<file path="src/modulator_pkg.sv">
// constants shared by the transmit back end: register map, control
// fields, carrier scaling and bus response codes.
// assumes a 32-bit axi4-lite register bus with 12 address bits.
package modulator_pkg;

   // ----------------------------------------------------------------
   // register map
   // ----------------------------------------------------------------
   localparam int ADDR_W = 12;                          // bus address bits
   localparam logic [7:0] CTRL_INDEX = 8'h01;           // control word index
   localparam logic [7:0] STATUS_INDEX = 8'h02;         // status word index
   localparam logic [ADDR_W-1:0] CTRL_ADDR = {2'b00, CTRL_INDEX, 2'b00};
   localparam logic [ADDR_W-1:0] STATUS_ADDR = {2'b00, STATUS_INDEX, 2'b00};

   // ----------------------------------------------------------------
   // control word fields
   // ----------------------------------------------------------------
   localparam int CTRL_W = 8;                           // control word width
   localparam logic [7:0] CTRL_RESET = 8'h00;           // value after reset
   localparam int INTERP_LSB = 6;                       // interpolation code
   localparam int MOD_LSB = 4;                          // modulation rate code
   localparam int STUFF_BIT = 3;                        // zero stuffing enable
   localparam int CPLX_BIT = 2;                         // complex mix enable
   localparam int SIGN_BIT = 1;                         // negative carrier

   // ----------------------------------------------------------------
   // status word fields
   // ----------------------------------------------------------------
   localparam int RATIO_W = 5;                          // clock ratio width
   localparam int ST_CPLX_BIT = 8;                      // complex mix running
   localparam int ST_REFUSE_BIT = 9;                    // complex mix refused
   localparam int ST_PHASE_BIT = 10;                    // midscale pending

   // modulation rate, in field code order
   typedef enum logic [1:0] {
      MOD_NONE,
      MOD_HALF,
      MOD_QUARTER,
      MOD_EIGHTH
   } mod_rate_type;

   // ----------------------------------------------------------------
   // carrier scaling, q2.14
   // ----------------------------------------------------------------
   localparam int CAR_FRAC = 14;                        // fraction bits
   localparam logic signed [15:0] CAR_ONE = 16'sh4000;  // +1.0
   localparam logic signed [15:0] CAR_RT2 = 16'sh2D41;  // +0.7071
   localparam logic [2:0] STEP_HALF = 3'h4;             // phase step fdac/2
   localparam logic [2:0] STEP_QUARTER = 3'h2;          // phase step fdac/4
   localparam logic [2:0] STEP_EIGHTH = 3'h1;           // phase step fdac/8

   // ----------------------------------------------------------------
   // bus responses
   // ----------------------------------------------------------------
   localparam logic [1:0] RESP_OKAY = 2'h0;
   localparam logic [1:0] RESP_SLVERR = 2'h2;

endpackage

</file>
<file path="src/carrier_table.sv">
// quadrature carrier lookup: cosine and sine of an eighth-turn phase.
// assumes the caller steps the phase once per accepted sample.
`timescale 1ns/10ps
module carrier_table
   import modulator_pkg::*;
(
   // phase in
   input wire logic [2:0] phase_i,
   // carrier out, q2.14
   output logic signed [15:0] cos_o,
   output logic signed [15:0] sin_o
);

   // ----------------------------------------------------------------
   // table
   // ----------------------------------------------------------------
   // one eighth-turn per phase step
   always_comb begin
      unique case (phase_i)
         3'h0: begin
            cos_o = CAR_ONE;
            sin_o = 16'sh0000;
         end
         3'h1: begin
            cos_o = CAR_RT2;
            sin_o = CAR_RT2;
         end
         3'h2: begin
            cos_o = 16'sh0000;
            sin_o = CAR_ONE;
         end
         3'h3: begin
            cos_o = -CAR_RT2;
            sin_o = CAR_RT2;
         end
         3'h4: begin
            cos_o = -CAR_ONE;
            sin_o = 16'sh0000;
         end
         3'h5: begin
            cos_o = -CAR_RT2;
            sin_o = -CAR_RT2;
         end
         3'h6: begin
            cos_o = 16'sh0000;
            sin_o = -CAR_ONE;
         end
         3'h7: begin
            cos_o = CAR_RT2;
            sin_o = -CAR_RT2;
         end
      endcase
   end

endmodule

</file>
<file path="src/pair_buffer.sv">
// small first-in first-out buffer in flip-flops with valid/ready on
// both sides. assumes the clock enable gates every transfer.
`timescale 1ns/10ps
module pair_buffer #(
   parameter int WIDTH = 32,
   parameter int DEPTH = 2
) (
   // clock and reset
   input wire logic mclk_i,
   input wire logic rst_n_i,
   input wire logic ce_i,
   // filling side
   input wire logic in_valid_i,
   output logic in_ready_o,
   input wire logic [WIDTH-1:0] in_data_i,
   // draining side
   output logic out_valid_o,
   input wire logic out_ready_i,
   output logic [WIDTH-1:0] out_data_o
);

   localparam int PW = (DEPTH > 2) ? $clog2(DEPTH) : 1;

   // refuse depths the pointer wrap cannot serve
   generate
      if (DEPTH < 2 || (DEPTH & (DEPTH - 1)) != 0) begin : g_bad_depth
         $error("pair_buffer depth must be a power of two, at least 2");
      end
   endgenerate

   logic [WIDTH-1:0] mem [DEPTH];   // storage words
   logic [PW-1:0] wr_ptr;           // next slot to fill
   logic [PW-1:0] rd_ptr;           // oldest slot
   logic [PW:0] count;              // words held

   wire push = in_valid_i && in_ready_o;
   wire pop = out_valid_o && out_ready_i && ce_i;

   // honest full and empty
   assign in_ready_o = ce_i && (count != (PW + 1)'(DEPTH));
   assign out_valid_o = (count != '0);
   assign out_data_o = mem[rd_ptr];

   // ----------------------------------------------------------------
   // pointers and count
   // ----------------------------------------------------------------
   always_ff @(posedge mclk_i or negedge rst_n_i) begin
      if (!rst_n_i) begin
         wr_ptr <= '0;
         rd_ptr <= '0;
         count <= '0;
      end else if (ce_i) begin
         if (push) begin
            wr_ptr <= wr_ptr + 1'b1;
         end
         if (pop) begin
            rd_ptr <= rd_ptr + 1'b1;
         end
         if (push && !pop) begin
            count <= count + 1'b1;
         end else if (pop && !push) begin
            count <= count - 1'b1;
         end
      end
   end

   // storage needs no reset
   always_ff @(posedge mclk_i) begin
      if (push) begin
         mem[wr_ptr] <= in_data_i;
      end
   end

endmodule

</file>
<file path="src/zero_stuff_complex_modulator.sv">
// transmit back end: real or complex digital modulator, two-word
// buffer and optional midscale stuffing toward the dac cores.
// assumes filter-chain samples arrive twos complement on a valid/ready
// stream and the dac takes offset binary on a valid/ready stream.
//
// Local design decisions: register access over AXI4-Lite and the placing of the registers.
`timescale 1ns/10ps
module zero_stuff_complex_modulator
   import modulator_pkg::*;
#(
   parameter int SAMPLE_W = 16,
   parameter int BUF_DEPTH = 2
) (
   // clock, reset, enable
   input wire logic mclk_i,
   input wire logic rst_n_i,
   input wire logic ce_i,
   // axi4-lite write address
   input wire logic [modulator_pkg::ADDR_W-1:0] awaddr_i,
   input wire logic awvalid_i,
   output logic awready_o,
   // axi4-lite write data and response
   input wire logic [31:0] wdata_i,
   input wire logic [3:0] wstrb_i,
   input wire logic wvalid_i,
   output logic wready_o,
   output logic [1:0] bresp_o,
   output logic bvalid_o,
   input wire logic bready_i,
   // axi4-lite read
   input wire logic [modulator_pkg::ADDR_W-1:0] araddr_i,
   input wire logic arvalid_i,
   output logic arready_o,
   output logic [31:0] rdata_o,
   output logic [1:0] rresp_o,
   output logic rvalid_o,
   input wire logic rready_i,
   // filter-chain samples in
   input wire logic smp_valid_i,
   output logic smp_ready_o,
   input wire logic signed [SAMPLE_W-1:0] smp_i_i,
   input wire logic signed [SAMPLE_W-1:0] smp_q_i,
   // dac samples out
   output logic dac_valid_o,
   input wire logic dac_ready_i,
   output logic [SAMPLE_W-1:0] dac_real_o,
   output logic [SAMPLE_W-1:0] dac_imag_o,
   // clocking controls
   output logic [1:0] interp_sel_o,
   output logic [modulator_pkg::RATIO_W-1:0] clk_ratio_o
);

   import modulator_pkg::*;

   localparam int PW = SAMPLE_W + 16;     // product width
   localparam int SW = SAMPLE_W + 17;     // sum width

   // refuse sample widths the datapath cannot serve
   generate
      if (SAMPLE_W < 8 || SAMPLE_W > 24) begin : g_bad_width
         $error("sample width must lie between 8 and 24");
      end
   endgenerate

   // ----------------------------------------------------------------
   // helpers
   // ----------------------------------------------------------------
   // drop carrier fraction and clamp to the sample range
   function automatic logic signed [SAMPLE_W-1:0] clamp(input logic signed [SW-1:0] v);
      logic signed [SW-1:0] s;
      s = v >>> CAR_FRAC;
      if (s[SW-1:SAMPLE_W-1] != {(SW - SAMPLE_W + 1){s[SW-1]}}) begin
         clamp = s[SW-1] ? {1'b1, {(SAMPLE_W - 1){1'b0}}} : {1'b0, {(SAMPLE_W - 1){1'b1}}};
      end else begin
         clamp = s[SAMPLE_W-1:0];
      end
   endfunction

   // twos complement to offset binary
   function automatic logic [SAMPLE_W-1:0] to_dac(input logic [SAMPLE_W-1:0] v);
      to_dac = {~v[SAMPLE_W-1], v[SAMPLE_W-2:0]};
   endfunction

   // ----------------------------------------------------------------
   // register state
   // ----------------------------------------------------------------
   logic [CTRL_W-1:0] ctrl;               // control word
   logic aw_held;                         // write address captured
   logic [ADDR_W-1:0] aw_addr;            // captured write address
   logic w_held;                          // write data captured
   logic [31:0] w_data;                   // captured write data
   logic [3:0] w_strb;                    // captured byte enables

   // control decode
   mod_rate_type rate;
   wire stuff_en = ctrl[STUFF_BIT];
   wire cplx_req = ctrl[CPLX_BIT];
   wire sine_neg = ctrl[SIGN_BIT];
   assign rate = mod_rate_type'(ctrl[MOD_LSB+:2]);
   // complex mix cannot form quadrature at half rate
   wire cplx_active = cplx_req && (rate != MOD_HALF);
   wire cplx_refused = cplx_req && (rate == MOD_HALF);
   assign interp_sel_o = ctrl[INTERP_LSB+:2];
   // dac to data clock ratio, doubled while stuffing
   assign clk_ratio_o = RATIO_W'(1) <<
      ({1'b0, ctrl[INTERP_LSB+:2]} + {2'b00, stuff_en});

   // write decode
   wire do_write = aw_held && w_held && !bvalid_o;
   wire wr_ctrl_hit = (aw_addr[ADDR_W-1:2] == CTRL_ADDR[ADDR_W-1:2]);
   wire ctrl_wr = do_write && wr_ctrl_hit && w_strb[0];
   assign awready_o = ce_i && !aw_held && !bvalid_o;
   assign wready_o = ce_i && !w_held && !bvalid_o;
   assign arready_o = ce_i && !rvalid_o;

   // ----------------------------------------------------------------
   // axi4-lite write side
   // ----------------------------------------------------------------
   // capture address and data in either order, answer once both held
   always_ff @(posedge mclk_i or negedge rst_n_i) begin
      if (!rst_n_i) begin
         aw_held <= 1'b0;
         aw_addr <= '0;
         w_held <= 1'b0;
         w_data <= '0;
         w_strb <= '0;
         bvalid_o <= 1'b0;
         bresp_o <= RESP_OKAY;
      end else if (ce_i) begin
         if (awvalid_i && awready_o) begin
            aw_held <= 1'b1;
            aw_addr <= awaddr_i;
         end
         if (wvalid_i && wready_o) begin
            w_held <= 1'b1;
            w_data <= wdata_i;
            w_strb <= wstrb_i;
         end
         if (do_write) begin
            aw_held <= 1'b0;
            w_held <= 1'b0;
            bvalid_o <= 1'b1;
            bresp_o <= wr_ctrl_hit ? RESP_OKAY : RESP_SLVERR;
         end else if (bvalid_o && bready_i) begin
            bvalid_o <= 1'b0;
         end
      end
   end

   // control word; byte lane 0 carries every field
   always_ff @(posedge mclk_i or negedge rst_n_i) begin
      if (!rst_n_i) begin
         ctrl <= CTRL_RESET;
      end else if (ce_i && ctrl_wr) begin
         ctrl <= w_data[CTRL_W-1:0];
      end
   end

   // ----------------------------------------------------------------
   // axi4-lite read side
   // ----------------------------------------------------------------
   logic stuff_ph;                        // midscale owed next
   logic out_is_stuff;                    // output holds midscale
   wire rd_ctrl_hit = (araddr_i[ADDR_W-1:2] == CTRL_ADDR[ADDR_W-1:2]);
   wire rd_stat_hit = (araddr_i[ADDR_W-1:2] == STATUS_ADDR[ADDR_W-1:2]);
   logic [31:0] status_word;
   always_comb begin
      status_word = '0;
      status_word[RATIO_W-1:0] = clk_ratio_o;
      status_word[ST_CPLX_BIT] = cplx_active;
      status_word[ST_REFUSE_BIT] = cplx_refused;
      status_word[ST_PHASE_BIT] = stuff_ph;
   end
   wire [31:0] rd_word = rd_ctrl_hit ? {24'h0000_00, ctrl} :
                         rd_stat_hit ? status_word : 32'h0000_0000;

   // answer one cycle after the address is taken
   always_ff @(posedge mclk_i or negedge rst_n_i) begin
      if (!rst_n_i) begin
         rvalid_o <= 1'b0;
         rdata_o <= '0;
         rresp_o <= RESP_OKAY;
      end else if (ce_i) begin
         if (arvalid_i && arready_o) begin
            rvalid_o <= 1'b1;
            rdata_o <= rd_word;
            rresp_o <= (rd_ctrl_hit || rd_stat_hit) ? RESP_OKAY : RESP_SLVERR;
         end else if (rvalid_o && rready_i) begin
            rvalid_o <= 1'b0;
         end
      end
   end

   // ----------------------------------------------------------------
   // carrier
   // ----------------------------------------------------------------
   logic [2:0] phase;                     // carrier phase, eighth turns
   logic signed [15:0] cos_v;             // cosine term
   logic signed [15:0] sin_v;             // sine term
   carrier_table u_carrier (
      .phase_i(phase),
      .cos_o(cos_v),
      .sin_o(sin_v)
   );
   // step per modulation rate; no modulation holds phase 0
   wire [2:0] step = (rate == MOD_HALF) ? STEP_HALF :
                     (rate == MOD_QUARTER) ? STEP_QUARTER :
                     (rate == MOD_EIGHTH) ? STEP_EIGHTH : 3'h0;
   // sign of the complex exponential flips the sine term
   wire signed [15:0] sin_s = sine_neg ? -sin_v : sin_v;
   // real mode: cosine at half rate, sine at quarter and eighth
   wire signed [15:0] car_r = (rate == MOD_QUARTER || rate == MOD_EIGHTH) ? sin_v : cos_v;

   // ----------------------------------------------------------------
   // modulator datapath
   // ----------------------------------------------------------------
   logic mod_valid;                       // modulated pair held
   logic signed [SAMPLE_W-1:0] mod_re;    // real result
   logic signed [SAMPLE_W-1:0] mod_im;    // imaginary result
   logic buf_in_ready;                    // buffer has room
   wire mod_adv = !mod_valid || buf_in_ready;
   assign smp_ready_o = ce_i && mod_adv;
   wire smp_fire = smp_valid_i && smp_ready_o;

   wire signed [PW-1:0] p_ic = smp_i_i * cos_v;
   wire signed [PW-1:0] p_qs = smp_q_i * sin_s;
   wire signed [PW-1:0] p_is = smp_i_i * sin_s;
   wire signed [PW-1:0] p_qc = smp_q_i * cos_v;
   wire signed [PW-1:0] p_ir = smp_i_i * car_r;
   wire signed [PW-1:0] p_qr = smp_q_i * car_r;
   // complex product (i + jq)(cos + j sin); idle channel just gives zero terms
   wire signed [SW-1:0] sum_re = cplx_active ? (SW'(p_ic) - SW'(p_qs)) : SW'(p_ir);
   wire signed [SW-1:0] sum_im = cplx_active ? (SW'(p_is) + SW'(p_qc)) : SW'(p_qr);
   wire signed [SW-1:0] sh_re = sum_re >>> CAR_FRAC;

   // one register stage on unstuffed samples
   always_ff @(posedge mclk_i or negedge rst_n_i) begin
      if (!rst_n_i) begin
         mod_valid <= 1'b0;
         mod_re <= '0;
         mod_im <= '0;
      end else if (ce_i && mod_adv) begin
         mod_valid <= smp_fire;
         if (smp_fire) begin
            mod_re <= clamp(sum_re);
            mod_im <= clamp(sum_im);
         end
      end
   end

   // phase moves once per accepted sample, restarts on a control write
   always_ff @(posedge mclk_i or negedge rst_n_i) begin
      if (!rst_n_i) begin
         phase <= 3'h0;
      end else if (ce_i) begin
         if (ctrl_wr) begin
            phase <= 3'h0;
         end else if (smp_fire) begin
            phase <= phase + step;
         end
      end
   end

   // ----------------------------------------------------------------
   // buffer
   // ----------------------------------------------------------------
   logic buf_valid;
   logic buf_pop;
   logic [2*SAMPLE_W-1:0] buf_data;
   pair_buffer #(
      .WIDTH(2 * SAMPLE_W),
      .DEPTH(BUF_DEPTH)
   ) u_buffer (
      .mclk_i(mclk_i),
      .rst_n_i(rst_n_i),
      .ce_i(ce_i),
      .in_valid_i(mod_valid),
      .in_ready_o(buf_in_ready),
      .in_data_i({mod_re, mod_im}),
      .out_valid_o(buf_valid),
      .out_ready_i(buf_pop),
      .out_data_o(buf_data)
   );

   // ----------------------------------------------------------------
   // zero stuffing output stage
   // ----------------------------------------------------------------
   localparam logic [SAMPLE_W-1:0] MIDSCALE = {1'b1, {(SAMPLE_W - 1){1'b0}}};
   wire out_adv = ce_i && (!dac_valid_o || dac_ready_i);
   // a buffered word leaves only on a data slot
   assign buf_pop = out_adv && !stuff_ph;

   // data slot then, while enabled, a midscale slot on both channels
   always_ff @(posedge mclk_i or negedge rst_n_i) begin
      if (!rst_n_i) begin
         dac_valid_o <= 1'b0;
         dac_real_o <= MIDSCALE;
         dac_imag_o <= MIDSCALE;
         stuff_ph <= 1'b0;
         out_is_stuff <= 1'b0;
      end else if (out_adv) begin
         if (stuff_ph) begin
            dac_valid_o <= 1'b1;
            dac_real_o <= MIDSCALE;
            dac_imag_o <= MIDSCALE;
            stuff_ph <= 1'b0;
            out_is_stuff <= 1'b1;
         end else if (buf_valid) begin
            dac_valid_o <= 1'b1;
            dac_real_o <= to_dac(buf_data[2*SAMPLE_W-1:SAMPLE_W]);
            dac_imag_o <= to_dac(buf_data[SAMPLE_W-1:0]);
            stuff_ph <= stuff_en;
            out_is_stuff <= 1'b0;
         end else begin
            dac_valid_o <= 1'b0;
            out_is_stuff <= 1'b0;
         end
      end
   end
endmodule

</file>
<file path="config.mk">
export PLATFORM = sky130hd
export DESIGN_NAME = zero_stuff_complex_modulator
export DESIGN_NICKNAME = d
export VERILOG_FILES = /design/src/modulator_pkg.sv /design/src/carrier_table.sv /design/src/pair_buffer.sv /design/src/zero_stuff_complex_modulator.sv
export SDC_FILE = /design/constraint.sdc
export NUM_CORES = 2
export LEC_CHECK = 0
export ABC_CLOCK_PERIOD_IN_PS = 8300
export BUFFER_PORTS_ARGS = -buffer_cell sky130_fd_sc_hd__buf_2
export CAP_MARGIN = 20
export CORE_ASPECT_RATIO = 1.4
export CORE_MARGIN = 2
export CORE_UTILIZATION = 40
export CTS_CLUSTER_DIAMETER = 60
export CTS_CLUSTER_SIZE = 12
export DETAILED_ROUTE_END_ITERATION = 6
export SLEW_MARGIN = 25
export SYNTH_ARGS = -nofsm -noshare
export SYNTH_HDL_FRONTEND = slang
export SYNTH_SLANG_ARGS = --single-unit
</file>
<file path="constraint.sdc">
create_clock -name mclk_i -period 8.3 [get_ports mclk_i]
set_input_delay 0.83 -clock mclk_i [delete_from_list [all_inputs] [get_ports mclk_i]]
set_output_delay 0.83 -clock mclk_i [all_outputs]
set_load 0.01 [all_outputs]
</file>
==> flow_summary.yaml <==
outcome:
  outcome: "finished, violations left"
  violations: "setup timing"
clock_tree:
  cts_buffers: 17
  clk_path_buf_depth: 2
  htreeDepth: 4
  cts_sinks: 182
  cts_root_buffer: "clkbuf_16"
  worstSkewPairLatency_ns: 0.46
  hold_buffers: 0
  clk_pin_slew_ns: 0.10
  cts_tree: "built"
worst_hold_path:
  min_path_type: "in -> async"
placed_design:
  io_buffers: 129
  gp_congestion: 0.9665
  post-place-ws_ns: -0.7758
  hpwl_um: 160000
global_route:
  gr-usage-all-layers_pct: 24.00
  grt_max_degree: 84
  grt_pass1_wl_um: 278600
  busiest_layer: "met2"
  overflow: 0
  grt_pass1_vias: 48425
  grtUsageMet3_pct: 2.431
  grt_use_met1_pct: 27.97
  antenna_found_initial: 7
  grtUsageMet2_pct: 44.37
synth:
  synth_cell_types: 101
  ys_async_sr_fraction_pct: 64.84
  synth_edf_count: 64
  ys_ff_latch: 182
  yosysWarnings: 0
  ys_seq_area_share_pct: 8.099
  postSynthCellCount: 5961
  synth_area_mm2: 0.06022
  yosys_most_used_dff: "dfrtp_1"
  synth_area_per_cell_um2: 10.10
setup_path:
  critPathMostFrequentCell: "fa_1"
  arrival_ns: 8.96
  critPathCaptureType: "flip-flop"
  crit_path_start_kind: "flip-flop"
  path_max_fanout: 16
  path_class: "reg -> reg"
  slowest_stage: "fa_2"
  critical_path.max_stage_delay_ns: 0.61
  cp.required_ns: 8.62
drt:
  routed_wl_um: 176800
  first_iter_violations: 1988
  avgViaCountPerCell: 4.782
  ant_nets: 0
  drc_errors: 0
  wl_per_cell_um: 19.96
  drtPass1Iterations: 5
  vias: 42353
power:
  ir_worst_vdd_uv: 698.6
  powerDensity_mw_per_mm2: 265.6
  p_leak_nw: 37.96
sta:
  finClkSkew_ns: 0.02093
  post-route-min-period_ns: 8.648
  relSlewSlack_pct: 31.14
  post-route-period-util_pct: 104.2
  fmax_mhz: 115.6
  rsz0062_at_grt: "yes"
  drv_slew: 0
  fin_hold_ws_ns: 0.3415
  hold_viol: 0
  worst_pin_slew_ns: 1.033
  finalSetupViolations: 30
  worst_slack_ns: -0.3483
layout:
  final_common_cell: "inv_1"
  fin_nets: 9073
  nFillCells: 14014
  area_growth_pct: 19.62
  final_layout_size_suffix_gt1_share_pct: 20.01
  ff_latch_area_mm2: 0.004883
  final_cell_mix: "inv_1, fa_1, buf_4"
  multiInputGateArea_mm2: 0.04835
floorplan:
  rows: 168
  die_w_um: 331.9
  ioPinCount: 184
  die_height_um: 463.1
  initial_core_util_pct: 40.24
  core-area_mm2: 0.1497
  die_area_mm2: 0.1537
flow_run:
  max_cap_viol_count: 0
==> logic make-up after synthesis <==
logic type / count (synthesis) / synth area share [%]
adders and majority gates: 2084 / 63.00
and+or+nand+nor: 895 / 6.803
DFF: 182 / 8.099
xor gates and xnor gates: 143 / 2.148
AOI/OAI and AO/OA: 441 / 4.989
buffers and inverters: 2142 / 13.65
other: 1 / 0.006227
muxes: 73 / 1.309
==> through the flow <==
step	util (%)	power, mW	cell area (um^2)	std cells	TNS [ns]
2_1_floorplan	-	8.951	60430	5983	-0.03049
3_3_place_gp	46.69	16.04	69880	8781	-18.18
3_5_place_dp	46.69	16.23	69880	8781	-22.03
4_1_cts	47.59	17.86	71220	8834	-8.155
5_1_grt	48.13	20.58	72030	8855	-17.09
6_report	48.13	19.13	72030	8856	-9.300
==> synthesized netlist by cell type (8+ instances only) <==
| cell type | number | area [um^2] |
|---|---|---|
| a211oi_2 | 11 | 137.6 |
| o21ai_0 | 128 | 640.6 |
| nand3_1 | 31 | 155.2 |
| clkbuf_1 | 113 | 424.2 |
| mux2_2 | 28 | 315.3 |
| nor3_1 | 22 | 110.1 |
| nor2b_1 | 9 | 56.30 |
| inv_1 | 1984 | 7447 |
| a211oi_1 | 29 | 217.7 |
| edfxtp_1 | 64 | 1922 |
| o21a_1 | 19 | 142.6 |
| o31ai_1 | 13 | 97.59 |
| o211ai_1 | 9 | 67.56 |
| a22oi_1 | 8 | 60.06 |
| xnor2_1 | 102 | 893.4 |
| nor2_1 | 190 | 713.2 |
| a31oi_1 | 10 | 62.56 |
| o21bai_1 | 15 | 112.6 |
| a21o_1 | 30 | 225.2 |
| xor2_1 | 38 | 332.8 |
| a311oi_1 | 9 | 78.83 |
| nor4_1 | 10 | 62.56 |
| and2_1 | 69 | 431.7 |
| dfrtp_1 | 116 | 2903 |
| ha_1 | 504 | 6306 |
| nand4_1 | 11 | 68.82 |
| mux2i_1 | 42 | 420.4 |
| fa_1 | 1580 | 31630 |
| or2_2 | 20 | 125.1 |
| nand2_1 | 421 | 1580 |
| nand2b_1 | 40 | 250.2 |
| or3_1 | 21 | 131.4 |
| a21oi_1 | 87 | 435.4 |
| buf_4 | 26 | 195.2 |
==> worst paths after layout <==
kind / startpoint / end / slack (ns) / depth (start not counted)
min in group mclk_i: dac_real_o[0]$_DFFE_PN0P_ / dac_real_o[0]$_DFFE_PN0P_ / 0.48 / 2
worst min register to register: dac_real_o[0]$_DFFE_PN0P_ / dac_real_o[0]$_DFFE_PN0P_ / 0.48 / 2
worst max register to register: phase[0]$_DFFE_PN0P_ / mod_im[1]$_DFFE_PN0P_ / -0.35 / 29
worst min-delay path: rst_n_i / dac_real_o[12]$_DFFE_PN0P_ / 0.34 / 1
max in group asynchronous: rst_n_i / u_buffer.rd_ptr$_DFFE_PN0P_ / 6.79 / 2
worst max-delay path: phase[0]$_DFFE_PN0P_ / mod_im[1]$_DFFE_PN0P_ / -0.35 / 29
==> worst max-delay path: cells and delay by family, from the launching register on <==
| kind | cells | cell delay, ns |
|---|---|---|
| AND/OR/NAND/NOR | 2 | 0.17 |
| multiplexers | 1 | 0.32 |
| buffers and inverters | 8 | 1.00 |
| AO/OA/AOI/OAI | 8 | 1.91 |
| flip-flops | 1 | 0.57 |
| adder cells (fa/ha/maj) | 10 | 4.50 |
==> metal layers <==
| metal | share of wire (%) | up-vias |
|---|---|---|
| met5 | 0.033 | - |
| met4 | 6.3 | 10 |
| met3 | 4.1 | 290 |
| met2 | 52 | 887 |
| met1 | 37 | 22025 |
| li1 | - | 19141 |
==> what timing repair did <==
action / 4_1_cts / 5_1_grt
setup buffers: 19 / 21
cloned: 2 / 1
pin swaps: 24 / 43
endpoints found under the setup margin: 32 / 32
endpoints found under the hold margin: 0 / 0
resized for setup: 109 / 131
==> power by group <==
part / internal (mW) / switching [mW] / leakage [nW] / total [mW]
registers: 1.28 / 0.218 / 2.04 / 1.49
clock network: 0.434 / 0.453 / 0.319 / 0.887
logic: 7.39 / 9.37 / 35.6 / 16.8
==> flip-flops by register name, indices dropped and copies added, names as in the netlist, 2 cells and up <==
register / cells
u_buffer.mem: 64
dac_imag_o: 16
u_buffer.count: 2
dac_real_o: 16
aw_addr: 10
mod_re: 16
phase: 3
w_data: 8
ctrl: 8
rdata_o: 11
mod_im: 16
==> final cells by class <==
cell class              count  area share [%]
multi-input cells        3659           67.13
repair buffers           1041           11.38
inverters                1986           10.39
flip-flops and latches    182           6.779
well taps                1955           3.396
clock buffers              17          0.5906
clock inverters            15          0.3352
diodes                      1        0.003474
No activity file was read; power rests on OpenSTA's default activity.
